## src/hw/qlcsr_pkg.sv

```systemverilog
/*
  Package for the quad line control and status register bank:
  register indices, byte addresses, field positions and reset values.
  Assumes one APB slave with 32-bit data and one aligned word per register.
*/
package qlcsr_pkg;

  // Register indices as printed; the byte address is four times the index
  localparam logic [7:0] IDX_CHIP_REVISION = 8'h00;
  localparam logic [7:0] IDX_ANALOG_LOOP = 8'h01;
  localparam logic [7:0] IDX_REMOTE_LOOP = 8'h02;
  localparam logic [7:0] IDX_ALL_ONES_TX = 8'h03;
  localparam logic [7:0] IDX_CARRIER_ABSENT = 8'h04;
  localparam logic [7:0] IDX_DRIVER_FAULT = 8'h05;
  localparam logic [7:0] IDX_CARRIER_IRQ_MASK = 8'h06;
  localparam logic [7:0] IDX_FAULT_IRQ_MASK = 8'h07;
  localparam logic [7:0] IDX_IRQ_STATUS = 8'h08;
  localparam logic [7:0] IDX_BANK_POINTER = 8'h1F;
  localparam logic [7:0] IDX_EXT_FIRST = 8'h00;
  localparam logic [7:0] IDX_EXT_LAST = 8'h07;

  // Expanded bank size
  localparam int EXT_REGS = 8;

  // Byte address of an index
  function automatic logic [9:0] qlcsr_byte_addr(input logic [7:0] idx);
    qlcsr_byte_addr = {idx, 2'b00};
  endfunction

  // Interrupt status layout: carrier-absent changes low, driver faults high
  localparam int IRQ_CARRIER_LSB = 0;
  localparam int IRQ_FAULT_LSB = 4;

  // Bank pointer value that selects the primary bank
  localparam logic [7:0] BANK_PRIMARY = 8'h00;

  // Reset values
  localparam logic [3:0] RST_CHAN_BITS = 4'h0;
  localparam logic [7:0] RST_BYTE = 8'h00;
  localparam logic [31:0] RST_WORD = 32'h0000_0000;

  // Depth of the reset synchroniser; the pin synchronisers in the line monitor are fixed at two flops
  localparam int SYNC_STAGES = 2;

endpackage

```

## src/hw/qlcsr_mon_if.sv

```systemverilog
/*
  Interface between the line monitor and the register bank: synchronised
  per-channel levels and one-cycle change events.
  Assumes both ends run on the same clock.
*/
interface qlcsr_mon_if #(
  parameter int CHANNELS = 4
);
  logic [CHANNELS-1:0] carrier_absent_flag;
  logic [CHANNELS-1:0] line_driver_fault;
  logic [CHANNELS-1:0] carrier_absent_evt;
  logic [CHANNELS-1:0] driver_fault_evt;

  modport mon (
    output carrier_absent_flag,
    output line_driver_fault,
    output carrier_absent_evt,
    output driver_fault_evt
  );

  modport regs (
    input carrier_absent_flag,
    input line_driver_fault,
    input carrier_absent_evt,
    input driver_fault_evt
  );
endinterface

```

## src/hw/qlcsr_regs.sv

```systemverilog
/*
  Quad line control and status register bank, an APB slave.
  Primary bank: revision word, loopback and all-ones controls, signal-loss
  and driver-fault status with masks, interrupt status. Expanded bank of
  eight per-channel registers, chosen by the bank pointer.
  Assumes an APB master on CLK and asynchronous pins from the line side.
*/
// The APB interface to the registers was left to the implementer.
//
// Behaviour
// RULE1 - Fixed read-only eight-bit revision word
// RULE2 - Analog loopback bit per channel, reset off
// RULE3 - Remote loopback bit per channel, reset off
// RULE4 - Transmit-all-ones bit per channel, reset off
// RULE5 - Read-only signal-loss status per channel
// RULE6 - Read-only driver-fault status per channel
// RULE7 - Signal-loss interrupt mask, blocked after reset
// RULE8 - Driver-fault interrupt mask, blocked after reset
// RULE9 - Software keeps upper four bits zero
// RULE10 - Expanded bank of eight per-channel registers
// RULE11 - Bank pointer at 1F selects bank
// RULE12 - Bit n serves channel n
module qlcsr_regs
  import qlcsr_pkg::*;
#(
  parameter int CHANNELS = 4, // Channels served
  parameter logic [7:0] REVISION_CODE = 8'hA5 // Arbitrary value
) (
  input wire logic CLK, // Core clock, 250 MHz
  input wire logic NRST, // Asynchronous reset, active low
  input wire logic PSEL, // APB select
  input wire logic PENABLE, // APB enable
  input wire logic PWRITE, // APB direction, high for write
  input wire logic [9:0] PADDR, // APB byte address
  input wire logic [31:0] PWDATA, // APB write data
  input wire logic [3:0] PSTRB, // APB byte strobes
  output logic [31:0] PRDATA, // APB read data
  output logic PREADY, // APB ready
  output logic PSLVERR, // APB error on unmapped address
  input wire logic [CHANNELS-1:0] CARRIER_ABSENT, // Signal-loss detector pins
  input wire logic [CHANNELS-1:0] LINE_DRIVER_FAULT, // Driver-fault detector pins
  output logic [CHANNELS-1:0] ANALOG_LOOP_EN, // Analog loopback per channel
  output logic [CHANNELS-1:0] REMOTE_LOOP_EN, // Remote loopback per channel
  output logic [CHANNELS-1:0] ALL_ONES_TX, // Transmit all ones per channel
  output logic [EXT_REGS*CHANNELS-1:0] EXT_CFG, // Expanded bank fields, register r at [r*CH+:CH]
  output logic IRQ // Level interrupt, high while an unmasked event is pending
);

  // Refused at elaboration: eight-bit registers hold two groups of channel
  // bits in the interrupt status, and the reset pipeline needs two stages
  if (CHANNELS < 1 || CHANNELS > 4) begin : g_bad_channels
    $error("qlcsr_regs: CHANNELS must be 1 to 4");
  end
  if (SYNC_STAGES < 2) begin : g_bad_sync
    $error("qlcsr_regs: SYNC_STAGES must be at least 2");
  end

  // Phase of the current bus transfer
  typedef enum logic {
    ph_idle = 1'b0,
    ph_answer = 1'b1
  } qlcsr_phase_t;

  qlcsr_phase_t phase;
  qlcsr_phase_t next_phase;
  logic [SYNC_STAGES-1:0] rst_pipe;
  logic rst_n;
  logic [CHANNELS-1:0] analog_loop_en;
  logic [CHANNELS-1:0] remote_loop_en;
  logic [CHANNELS-1:0] all_ones_tx;
  logic [CHANNELS-1:0] carrier_absent_irq_mask;
  logic [CHANNELS-1:0] driver_fault_irq_mask;
  logic [CHANNELS-1:0] ext_cfg [EXT_REGS];
  logic [7:0] bank_pointer;
  logic [7:0] irq_status;
  logic [7:0] next_irq_status;
  logic [7:0] irq_mask;
  logic [7:0] irq_set;
  logic [31:0] next_rdata;
  logic next_err;
  logic [7:0] idx;
  logic word_ok;
  logic expanded;
  logic access;
  logic done;
  logic wr_done;
  logic rd_done;
  logic low_lane;
  logic wr_lane0;
  logic wr_pointer;
  logic wr_primary;
  logic wr_analog;
  logic wr_remote;
  logic wr_ones;
  logic wr_carrier_mask;
  logic wr_fault_mask;
  logic wr_ext;
  logic rd_status;

  qlcsr_mon_if #(.CHANNELS(CHANNELS)) mon_if ();

  // Reset release through two flip-flops; assertion stays asynchronous
  always_ff @(posedge CLK or negedge NRST) begin
    if (!NRST) begin
      rst_pipe <= '0;
    end else begin
      rst_pipe <= {rst_pipe[SYNC_STAGES-2:0], 1'b1};
    end
  end
  assign rst_n = rst_pipe[SYNC_STAGES-1];

  // Pin synchronisation and change detection
  qlcsr_line_mon #(
    .CHANNELS(CHANNELS)
  ) u_line_mon (
    .clk(CLK),
    .rst_n(rst_n),
    .carrier_absent_pin(CARRIER_ABSENT),
    .driver_fault_pin(LINE_DRIVER_FAULT),
    .mon(mon_if.mon)
  );

  // Address decode; only word-aligned addresses are mapped
  assign idx = PADDR[9:2];
  assign word_ok = (PADDR[1:0] == 2'b00);
  assign expanded = (bank_pointer != BANK_PRIMARY); // RULE11
  assign access = PSEL && PENABLE;
  assign done = access && PREADY;
  assign wr_done = done && PWRITE && word_ok;
  assign rd_done = done && !PWRITE && word_ok;
  assign low_lane = PSTRB[0]; // Registers live in byte lane 0

  // Write strobes, one per register; a write lands only on a completed,
  // aligned transfer with byte lane 0 enabled
  assign wr_lane0 = wr_done && low_lane;
  assign wr_pointer = wr_lane0 && (idx == IDX_BANK_POINTER); // RULE11
  assign wr_primary = wr_lane0 && !expanded;
  assign wr_analog = wr_primary && (idx == IDX_ANALOG_LOOP);
  assign wr_remote = wr_primary && (idx == IDX_REMOTE_LOOP);
  assign wr_ones = wr_primary && (idx == IDX_ALL_ONES_TX);
  assign wr_carrier_mask = wr_primary && (idx == IDX_CARRIER_IRQ_MASK);
  assign wr_fault_mask = wr_primary && (idx == IDX_FAULT_IRQ_MASK);
  assign wr_ext = wr_lane0 && expanded && (idx <= IDX_EXT_LAST); // RULE10
  assign rd_status = rd_done && !expanded && (idx == IDX_IRQ_STATUS);

  // Read data and error for the current address, bank-dependent
  always_comb begin
    next_rdata = RST_WORD;
    next_err = 1'b0;
    if (!word_ok) begin
      next_err = 1'b1;
    end else if (idx == IDX_BANK_POINTER) begin
      next_rdata[7:0] = bank_pointer; // RULE11
    end else if (expanded) begin
      if (idx <= IDX_EXT_LAST) begin
        next_rdata[CHANNELS-1:0] = ext_cfg[idx[2:0]]; // RULE10
      end else begin
        next_err = 1'b1;
      end
    end else begin
      unique case (idx)
        IDX_CHIP_REVISION: next_rdata[7:0] = REVISION_CODE; // RULE1
        IDX_ANALOG_LOOP: next_rdata[CHANNELS-1:0] = analog_loop_en;
        IDX_REMOTE_LOOP: next_rdata[CHANNELS-1:0] = remote_loop_en;
        IDX_ALL_ONES_TX: next_rdata[CHANNELS-1:0] = all_ones_tx;
        IDX_CARRIER_ABSENT: next_rdata[CHANNELS-1:0] = mon_if.carrier_absent_flag; // RULE5
        IDX_DRIVER_FAULT: next_rdata[CHANNELS-1:0] = mon_if.line_driver_fault; // RULE6
        IDX_CARRIER_IRQ_MASK: next_rdata[CHANNELS-1:0] = carrier_absent_irq_mask;
        IDX_FAULT_IRQ_MASK: next_rdata[CHANNELS-1:0] = driver_fault_irq_mask;
        IDX_IRQ_STATUS: next_rdata[7:0] = irq_status;
        default: next_err = 1'b1;
      endcase
    end
  end

  // Next phase: an access phase not yet answered gets its answer one cycle
  // later, which gives the read mux a full cycle and keeps outputs registered
  always_comb begin
    next_phase = phase;
    unique case (phase)
      ph_idle: begin
        if (access) begin
          next_phase = ph_answer;
        end
      end
      ph_answer: begin
        next_phase = ph_idle;
      end
    endcase
  end

  // Phase register
  always_ff @(posedge CLK or negedge rst_n) begin
    if (!rst_n) begin
      phase <= ph_idle;
    end else begin
      phase <= next_phase;
    end
  end

  // Bus answer; read data and error stand only with ready
  always_ff @(posedge CLK or negedge rst_n) begin
    if (!rst_n) begin
      PREADY <= 1'b0;
      PRDATA <= RST_WORD;
      PSLVERR <= 1'b0;
    end else begin
      PREADY <= (next_phase == ph_answer);
      if (next_phase == ph_answer) begin
        PRDATA <= PWRITE ? RST_WORD : next_rdata;
        PSLVERR <= next_err;
      end else begin
        PRDATA <= RST_WORD;
        PSLVERR <= 1'b0;
      end
    end
  end

  // Bank pointer, reachable from both banks; a full byte is kept
  always_ff @(posedge CLK or negedge rst_n) begin
    if (!rst_n) begin
      bank_pointer <= RST_BYTE;
    end else if (wr_pointer) begin
      bank_pointer <= PWDATA[7:0]; // RULE11
    end
  end

  // Analog loopback per channel. Only the channel bits are stored: the upper
  // nibble is reserved and software keeps it zero, so it reads back zero.
  always_ff @(posedge CLK or negedge rst_n) begin
    if (!rst_n) begin
      analog_loop_en <= RST_CHAN_BITS[CHANNELS-1:0]; // RULE2
    end else if (wr_analog) begin
      analog_loop_en <= PWDATA[CHANNELS-1:0]; // RULE2 RULE12
    end
  end

  // Remote loopback per channel
  always_ff @(posedge CLK or negedge rst_n) begin
    if (!rst_n) begin
      remote_loop_en <= RST_CHAN_BITS[CHANNELS-1:0]; // RULE3
    end else if (wr_remote) begin
      remote_loop_en <= PWDATA[CHANNELS-1:0]; // RULE3 RULE12
    end
  end

  // Transmit all ones per channel
  always_ff @(posedge CLK or negedge rst_n) begin
    if (!rst_n) begin
      all_ones_tx <= RST_CHAN_BITS[CHANNELS-1:0]; // RULE4
    end else if (wr_ones) begin
      all_ones_tx <= PWDATA[CHANNELS-1:0]; // RULE4 RULE12
    end
  end

  // Signal-loss interrupt mask, blocked after reset
  always_ff @(posedge CLK or negedge rst_n) begin
    if (!rst_n) begin
      carrier_absent_irq_mask <= RST_CHAN_BITS[CHANNELS-1:0]; // RULE7
    end else if (wr_carrier_mask) begin
      carrier_absent_irq_mask <= PWDATA[CHANNELS-1:0]; // RULE7
    end
  end

  // Driver-fault interrupt mask, blocked after reset
  always_ff @(posedge CLK or negedge rst_n) begin
    if (!rst_n) begin
      driver_fault_irq_mask <= RST_CHAN_BITS[CHANNELS-1:0]; // RULE8
    end else if (wr_fault_mask) begin
      driver_fault_irq_mask <= PWDATA[CHANNELS-1:0]; // RULE8
    end
  end

  // Expanded bank storage, only the channel bits per entry
  for (genvar r = 0; r < EXT_REGS; r++) begin : g_ext
    always_ff @(posedge CLK or negedge rst_n) begin
      if (!rst_n) begin
        ext_cfg[r] <= RST_CHAN_BITS[CHANNELS-1:0]; // RULE10
      end else if (wr_ext && idx == 8'(r)) begin
        ext_cfg[r] <= PWDATA[CHANNELS-1:0]; // RULE10 RULE12
      end
    end
  end

  // Sticky change events; read of the status register clears it,
  // but an event in the clearing cycle still sets its bit
  always_comb begin
    irq_set = RST_BYTE;
    irq_set[IRQ_CARRIER_LSB +: CHANNELS] = mon_if.carrier_absent_evt;
    irq_set[IRQ_FAULT_LSB +: CHANNELS] = mon_if.driver_fault_evt;
    irq_mask = RST_BYTE;
    irq_mask[IRQ_CARRIER_LSB +: CHANNELS] = carrier_absent_irq_mask; // RULE7
    irq_mask[IRQ_FAULT_LSB +: CHANNELS] = driver_fault_irq_mask; // RULE8
    next_irq_status = irq_status;
    if (rd_status) begin
      next_irq_status = RST_BYTE;
    end
    next_irq_status = next_irq_status | irq_set;
  end

  always_ff @(posedge CLK or negedge rst_n) begin
    if (!rst_n) begin
      irq_status <= RST_BYTE;
    end else begin
      irq_status <= next_irq_status;
    end
  end

  // Interrupt from the next status so it follows the event without extra lag
  always_ff @(posedge CLK or negedge rst_n) begin
    if (!rst_n) begin
      IRQ <= 1'b0;
    end else begin
      IRQ <= |(next_irq_status & irq_mask); // RULE7 RULE8
    end
  end

  // Analog loopback pins, a flop copy so the output never glitches
  always_ff @(posedge CLK or negedge rst_n) begin
    if (!rst_n) begin
      ANALOG_LOOP_EN <= RST_CHAN_BITS[CHANNELS-1:0];
    end else begin
      ANALOG_LOOP_EN <= analog_loop_en; // RULE2 RULE12
    end
  end

  // Remote loopback pins, one cycle behind their register
  always_ff @(posedge CLK or negedge rst_n) begin
    if (!rst_n) begin
      REMOTE_LOOP_EN <= RST_CHAN_BITS[CHANNELS-1:0];
    end else begin
      REMOTE_LOOP_EN <= remote_loop_en; // RULE3 RULE12
    end
  end

  // Transmit-all-ones pins, one cycle behind their register
  always_ff @(posedge CLK or negedge rst_n) begin
    if (!rst_n) begin
      ALL_ONES_TX <= RST_CHAN_BITS[CHANNELS-1:0];
    end else begin
      ALL_ONES_TX <= all_ones_tx; // RULE4 RULE12
    end
  end

  // Expanded fields out, a flop stage per entry
  for (genvar r = 0; r < EXT_REGS; r++) begin : g_ext_out
    always_ff @(posedge CLK or negedge rst_n) begin
      if (!rst_n) begin
        EXT_CFG[r*CHANNELS +: CHANNELS] <= RST_CHAN_BITS[CHANNELS-1:0];
      end else begin
        EXT_CFG[r*CHANNELS +: CHANNELS] <= ext_cfg[r];
      end
    end
  end

endmodule

```

## src/hw/qlcsr_line_mon.sv

```systemverilog
/*
  Line monitor: brings the per-channel signal-loss and driver-fault pins
  into the clock domain and flags every change on them.
  Assumes the pins are asynchronous levels and the reset is already synchronised.
*/
module qlcsr_line_mon
  import qlcsr_pkg::*;
#(
  parameter int CHANNELS = 4
) (
  input wire logic clk, // Core clock
  input wire logic rst_n, // Synchronised reset, active low
  input wire logic [CHANNELS-1:0] carrier_absent_pin, // Raw signal-loss detectors
  input wire logic [CHANNELS-1:0] driver_fault_pin, // Raw driver-fault detectors
  qlcsr_mon_if.mon mon // Levels and change events
);

  // One synchroniser and edge detector per pin, two of each per channel
  for (genvar ch = 0; ch < CHANNELS; ch++) begin : g_chan
    logic los_meta;
    logic df_meta;
    logic los_last;
    logic df_last;

    // First stages are read only by the second stage
    always_ff @(posedge clk or negedge rst_n) begin
      if (!rst_n) begin
        los_meta <= 1'b0;
        df_meta <= 1'b0;
        mon.carrier_absent_flag[ch] <= 1'b0;
        mon.line_driver_fault[ch] <= 1'b0;
      end else begin
        los_meta <= carrier_absent_pin[ch];
        df_meta <= driver_fault_pin[ch];
        mon.carrier_absent_flag[ch] <= los_meta;
        mon.line_driver_fault[ch] <= df_meta;
      end
    end

    // A transition of the clean level against its own last value is an event;
    // the first stages stay private, so no metastable value reaches the status
    always_ff @(posedge clk or negedge rst_n) begin
      if (!rst_n) begin
        los_last <= 1'b0;
        df_last <= 1'b0;
        mon.carrier_absent_evt[ch] <= 1'b0;
        mon.driver_fault_evt[ch] <= 1'b0;
      end else begin
        los_last <= mon.carrier_absent_flag[ch];
        df_last <= mon.line_driver_fault[ch];
        mon.carrier_absent_evt[ch] <= mon.carrier_absent_flag[ch] ^ los_last;
        mon.driver_fault_evt[ch] <= mon.line_driver_fault[ch] ^ df_last;
      end
    end
  end

endmodule

```

## config.mk

```make
export PLATFORM = sky130hd
export DESIGN_NAME = qlcsr_regs
export DESIGN_NICKNAME = d
export VERILOG_FILES = /design/src/hw/qlcsr_pkg.sv /design/src/hw/qlcsr_mon_if.sv /design/src/hw/qlcsr_regs.sv /design/src/hw/qlcsr_line_mon.sv
export SDC_FILE = /design/constraint.sdc
export NUM_CORES = 1
export LEC_CHECK = 0
export ABC_AREA = 0
export BUFFER_PORTS_ARGS = -buffer_cell sky130_fd_sc_hd__buf_4
export CAP_MARGIN = 20
export CORE_AREA = 2 2 136 138
export DETAILED_ROUTE_END_ITERATION = 8
export DIE_AREA = 0 0 138 140
export GPL_TIMING_DRIVEN = 0
export PLACE_DENSITY_LB_ADDON = 0.3
export SYNTH_ARGS = -nofsm -noshare
export SYNTH_HDL_FRONTEND = slang
export SYNTH_SLANG_ARGS = --single-unit
```

## constraint.sdc

```tcl
create_clock -name CLK -period 7.4 [get_ports CLK]
set_clock_uncertainty 0.2 [all_clocks]
set_input_delay 0.37 -clock CLK [delete_from_list [all_inputs] [get_ports CLK]]
set_output_delay 0.37 -clock CLK [all_outputs]
set_load 0.01 [all_outputs]
```

Yosys cells after proc, flatten, opt, wreduce, memory -nomap -nowiden:

Index checks and enable logic that the tools add are counted.

* bits in registers: 181
* output and inout port bits: 79
* logic and storage cells: 140

* order comparisons: 2
* eq/ne operators: 9
* multiplexer cells: 21
* bitwise operators: 12
* reductions and logical operators: 33

Operators by type and width (number)
* $mux W8: 5
* $pmux W4 S9: 1
* $eq A8 B3 Y1 const B: 4
* $logic_and A1 B1 Y1: 26
* $mux W4: 5
* $eq A8 B2 Y1 const B: 2
* $bmux W4 S3: 1
* $reduce_or A9 Y1: 1
* $and A8 B8 Y8: 1
* $eq A8 B1 Y1 const B: 1
* $eq A8 B4 Y1 const B: 1
* $eq A8 B5 Y1 const B: 1
* $le A8 B3 Y1 const B: 1
* $logic_not A8 Y1: 1
* $or A8 B8 Y8: 1
* $pmux W4 S2: 1
* $reduce_bool A8 Y1: 1
* $reduce_or A8 Y1: 1
* $xor A1 B1 Y1: 8
* $mux W1: 7
* $ge A4 B4 Y1 const B: 1
* $not A3 Y4: 1
* $logic_not A1 Y1: 2
* $logic_not A2 Y1: 1
* 2 further kinds: 2

Logic depth before layout (Yosys ltp):

* depth after elaboration: 10
* gate-level depth with buffers: 8
* mapped depth without buffers: 5

Cells and area by module:

Synthesis repeated with hierarchy kept, for this count alone.

* cell total of the unflattened synthesis: 442
* area, all modules: 6179.7 µm²

By module, submodules not included
* qlcsr_regs: instances 1, cells an instance 402, area each 5308.8 µm², sequential area each 3128.0 µm²
* qlcsr_line_mon: instances 1, cells an instance 40, area each 870.8 µm², sequential area each 800.8 µm²

Worst setup path before layout:

OpenSTA, ideal clock, no wires.

* kind: flip-flop to flip-flop
* start point: register bank_pointer[4]
* end point: register carrier_absent_irq_mask[0]
* setup time: 0.125 ns
* arrival: 2.218 ns
* path slack: 4.857 ns
* stages on the path, launching flop included: 6
* path buffers: 0
* period minus slack after synthesis: 2.543 ns
* cell sequence: dfrtp_1 or4_4 or2_4 or4_4 nor2_4 mux2_2

* word-level cells in the longest chain between the ends: 4

Ends and longest elaborated chain
* from (decl): RTL line qlcsr_regs.sv:74 `logic [7:0] bank_pointer;`
* from (signal assigned): RTL line qlcsr_regs.sv:224 `bank_pointer <= PWDATA[7:0];`
* $reduce_bool A8 Y1: RTL line qlcsr_regs.sv:126 `assign expanded = (bank_pointer != BANK_PRIMARY);`
* $logic_not A1 Y1: RTL line qlcsr_regs.sv:137 `assign wr_primary = wr_lane0 && !expanded;`
* $logic_and A1 B1 Y1: RTL line qlcsr_regs.sv:137
* $logic_and A1 B1 Y1: RTL line qlcsr_regs.sv:141 `assign wr_carrier_mask = wr_primary && (idx == IDX_CARRIER_IRQ_MASK);`
* to (signal assigned): RTL line qlcsr_regs.sv:259 `carrier_absent_irq_mask <= RST_CHAN_BITS[CHANNELS-1:0];`
* to (signal assigned): RTL line qlcsr_regs.sv:261 `carrier_absent_irq_mask <= PWDATA[CHANNELS-1:0];`
* to (decl): RTL line qlcsr_regs.sv:71 `logic [CHANNELS-1:0] carrier_absent_irq_mask;`

Every way passes these cells.
A chain may end at the register's enable or synchronous reset.

Worst setup path in the final report:

* start point: input PADDR[0]
* end point: register IRQ

* word-level cells in the longest chain between the ends: 8

Ends and longest elaborated chain
* from (decl): RTL line qlcsr_regs.sv:34 `input wire logic [9:0] PADDR,`
* $logic_not A2 Y1: RTL line qlcsr_regs.sv:125 `assign word_ok = (PADDR[1:0] == 2'b00);`
* $logic_and A1 B1 Y1: RTL line qlcsr_regs.sv:130 `assign rd_done = done && !PWRITE && word_ok;`
* $logic_and A1 B1 Y1 (2 in series): RTL line qlcsr_regs.sv:144 `assign rd_status = rd_done && !expanded && (idx == IDX_IRQ_STATUS);`
* $mux W8: RTL line qlcsr_regs.sv:295 `if (rd_status) begin`
* $or A8 B8 Y8: RTL line qlcsr_regs.sv:298 `next_irq_status = next_irq_status | irq_set;`
* $and A8 B8 Y8: RTL line qlcsr_regs.sv:314 `IRQ <= |(next_irq_status & irq_mask);`
* $reduce_or A8 Y1: RTL line qlcsr_regs.sv:314
* to (signal assigned): RTL line qlcsr_regs.sv:314
* to (decl): RTL line qlcsr_regs.sv:46 `output logic IRQ`

Every way passes these cells.

==> impl_metrics.env <==
export IMPL_status="complete, but fails checks"
export IMPL_failed_checks="hold timing"
export IMPL_critical_path_arrival_ps=3160
export IMPL_floorplan_die_height_um=140
export IMPL_hpwlAfterDp_um=10800
export IMPL_core_area_sq_um=17800
export IMPL_grt_overflow_total=0
export IMPL_power_total_mw=1.89
export IMPL_power_density_nw_per_um2=237
export IMPL_crit_path_top_delay_cell="nor4_4"
export IMPL_setup_reg_to_reg_worst_slack_ps=4400
export IMPL_numPlacedInstances=771
export IMPL_grt_pass1_vias=4174
export IMPL_timing_fmax_mhz=325
export IMPL_cts_resized=0
export IMPL_ctsLongestPathBuffers=2
export IMPL_multiInputGateArea_sq_um=2020
export IMPL_globalRouteTotalUtil_pct=16.3
export IMPL_postLayoutCellArea_sq_um=7980
export IMPL_cts_repair_timing_setup_buffer_count=0
export IMPL_ir_drop_mv=0.155
export IMPL_hold_slack_ps=-0.712
export IMPL_leakage_nw=3.81
export IMPL_launching_element_type_of_the_critical_path="primary input"
export IMPL_maxSlewViolCount=0
export IMPL_cts_tree="yes"
export IMPL_synth_area_top_cells="dfrtp_1 (64%), mux2_2 (11%), mux4_2 (3.3%), buf_4 (2.9%), nor3_1 (1.4%)"
export IMPL_port_buffer_count=85
export IMPL_placement_rows=49
export IMPL_crit_fanout=10
export IMPL_cpPeakStageDelay_ps=580
export IMPL_antenna_left=0
export IMPL_worst_setup_path_end_kind="register"
export IMPL_final_antenna_diode_count=0
export IMPL_slew_limit_headroom_pct=34.5
export IMPL_initial_utilization_pct=34.4
export IMPL_area_after_dpl_sq_um=7190
export IMPL_yosys_register_bits=157
export IMPL_setup_tns_ps=0
export IMPL_synth_top_cell_by_area="dfrtp_1"
export IMPL_num_vias=3902
export IMPL_max_cap_violations=0
export IMPL_antenna_found_initial=0
export IMPL_synth_sequential_area_ratio_pct=64.2
export IMPL_synthDistinctLibCells=47
export IMPL_cp_common_cell="nand4_1"
export IMPL_worst_slew_pin_transition_ps=969
export IMPL_area_of_the_mapped_netlist_sq_um=6120
export IMPL_final_hold_viol_count=2
export IMPL_post_route_period_util_pct=41.6
export IMPL_wire_per_inst_um=18.3
export IMPL_path_clk_slew_ps=70
export IMPL_detail_route_vias_per_cell=4.76
export IMPL_pin_count_of_the_biggest_net_entering_global_routing=73
export IMPL_grt_setup_unrepaired="no"
export IMPL_synth_top_area_share_pct=64.2
export IMPL_detail_route_iter0_violations=205
export IMPL_n_fill_cell=1658
export IMPL_design_portCount=138
export IMPL_number_of_cell_instances_on_the_worst_register_to_register_path=5
export IMPL_cts_buffers_inserted=17
export IMPL_timing_critical_path_cells="dlygate4sd3_1 > buf_4 > or3_1 > nor4_4 > nand4_1 > o21ai_0 > nand4_1"
export IMPL_ctsHoldBuffers=15
export IMPL_cts_htree_levels=4
export IMPL_drt_pass1_iter_count=4
export IMPL_detail_route_drc_violations=0
export IMPL_syn_inst=432
export IMPL_final_seq_area_sq_um=3930
export IMPL_gp_congestion=0.894
export IMPL_grt_pass1_wl_um=23800
export IMPL_final_instance_count_excl_fill=819
export IMPL_class_of_the_tightest_hold_or_removal_check="reg -> async"
export IMPL_total_die_area_sq_um=19300
export IMPL_postRouteWirelength_um=15000
export IMPL_final_min_clock_period_ps=3080
export IMPL_syn2layout_area_growth_pct=30.3
export IMPL_final_layout_size_suffix_gt1_share_pct=39.3
export IMPL_chipWidth_um=138
export IMPL_layout_nets=636
export IMPL_worstPathRequired_ps=7480
export IMPL_avgSynthCellArea_sq_um=14.2
export IMPL_yosysWarnings=0
export IMPL_clk_insertion_delay_late_ps=430
export IMPL_path_class="in -> reg"
export IMPL_clock_root_buffer="clkbuf_16"
export IMPL_cts_num_sinks=157
export IMPL_final_report_setup_violation_count=0
-- cells in the final DEF, fill, tap and decap left out, types with 3 or more instances in the layout --
cell type      count
o21ai_0           12
o21a_1             3
or4_4              3
mux2i_1            7
conb_1            25
o221ai_1           3
inv_1              5
clkinv_4           4
mux4_2             9
nor2b_1            4
bufinv_16          3
a21o_1             8
a21oi_1           14
nor2_1            11
dfrtp_1          156
dlygate4sd3_1     15
nor3_1            17
buf_2              3
nor3_2             3
clkbuf_16         17
mux2_2            62
clkbuf_1          12
nand2_1           16
nor4_1             4
inv_8              3
xor2_1             8
buf_4            109
nand3_1           10
a22oi_1            4
-- layout make-up --
type,instances,share of cell area (%)
repair buffers,103,10.6
well taps,229,3.59
clock inverters,15,2.57
clock buffers,17,5.33
multi-input cells,254,25.3
flip-flops and latches,157,49.3
inverters,5,0.235
plain buffers,39,3.01
-- final timing paths --
check / startpoint / to
worst max-delay path: PADDR[0] / IRQ$_DFF_PN0_
worst min-delay path: rst_pipe[1]$_DFF_PN0_ / EXT_CFG[23]$_DFF_PN0_
worst max register to register: bank_pointer[4]$_DFFE_PN0P_ / IRQ$_DFF_PN0_
worst min register to register: rst_pipe[1]$_DFF_PN0_ / EXT_CFG[23]$_DFF_PN0_
max in group asynchronous: rst_pipe[1]$_DFF_PN0_ / bank_pointer[5]$_DFFE_PN0P_
min in group CLK: PWDATA[0] / all_ones_tx[0]$_DFFE_PN0P_
-- state kept, by name, indices dropped and copies added (netlist names), 8 cells and up --
| name | flops |
|---|---|
| EXT_CFG | 32 |
| PRDATA | 8 |
| bank_pointer | 8 |
| ext_cfg | 32 |
| irq_status | 8 |
-- per-layer routing --
| metal | share of wire, % | wire length, um | up-vias | track usage (%) |
|---|---|---|---|---|
| met4 | 1.5 | 224 | 0 | 5.59 |
| li1 | - | - | 1809 | - |
| met2 | 49 | 7270 | 106 | 26.2 |
| met5 | 0 | 0 | - | 0 |
| met1 | 45 | 6730 | 1967 | 21.3 |
| met3 | 5.0 | 742 | 20 | 4.82 |
-- cells by family (layout without fill, tap and decap cells) --
kind of cell	after synthesis	count (layout)	synth area share, %
DFF	157	157	64.2
and+or+nand+nor	87	87	8.44
muxes	78	78	15.9
AOI/OAI and AO/OA	56	56	6.03
buffers and inverters	44	179	4.23
xor gates and xnor gates	8	8	1.14
other	2	25	0.123
-- cell usage after synthesis (all sizes together) --
cell type and number:
or4b 1, or4 5, nand3b 2, mux2i 7, o31ai 1, mux4 9
nor4 5, nand3 10, inv 5, nor3 20, o32ai 2, o311ai 1
a221oi 2, o221ai 3, a21o 8, or3 1, a22oi 4, o211ai 1
nor2 13, o21a 3, nand4b 2, a21oi 14, nor2b 4, a32o 1
xor2 8, dfrtp 157, clkbuf 12, nand2 16, mux2 62, nand4 2
a31oi 1, conb 2, or2 3, o21ai 12, a22o 1, nor4b 1
nor4bb 1, nand2b 1, buf 27, o31a 1, a21boi 1
-- metrics by stage --
stage / setup slack (ps) / utilization (%)
2_1_floorplan: 2500 / -
5_1_grt: 4170 / 44.9
3_3_place_gp: 1030 / 40.1
3_5_place_dp: 4120 / 40.5
4_1_cts: 4250 / 44.8
6_report: 4320 / 44.9
-- where the power goes --
group | total, mW | internal (mW) | switching, mW
Clock | 0.917 | 0.543 | 0.374
Sequential | 0.880 | 0.871 | 0.00971
Combinational | 0.0902 | 0.0383 | 0.0520
-- critical path, delay by kind of cell --
kind / cells / cell delay (ps)
and+or+nand+nor: 4 / 1680
AOI/OAI and AO/OA: 1 / 440
buffers and inverters: 2 / 680
(Power assumes the default switching activity.)
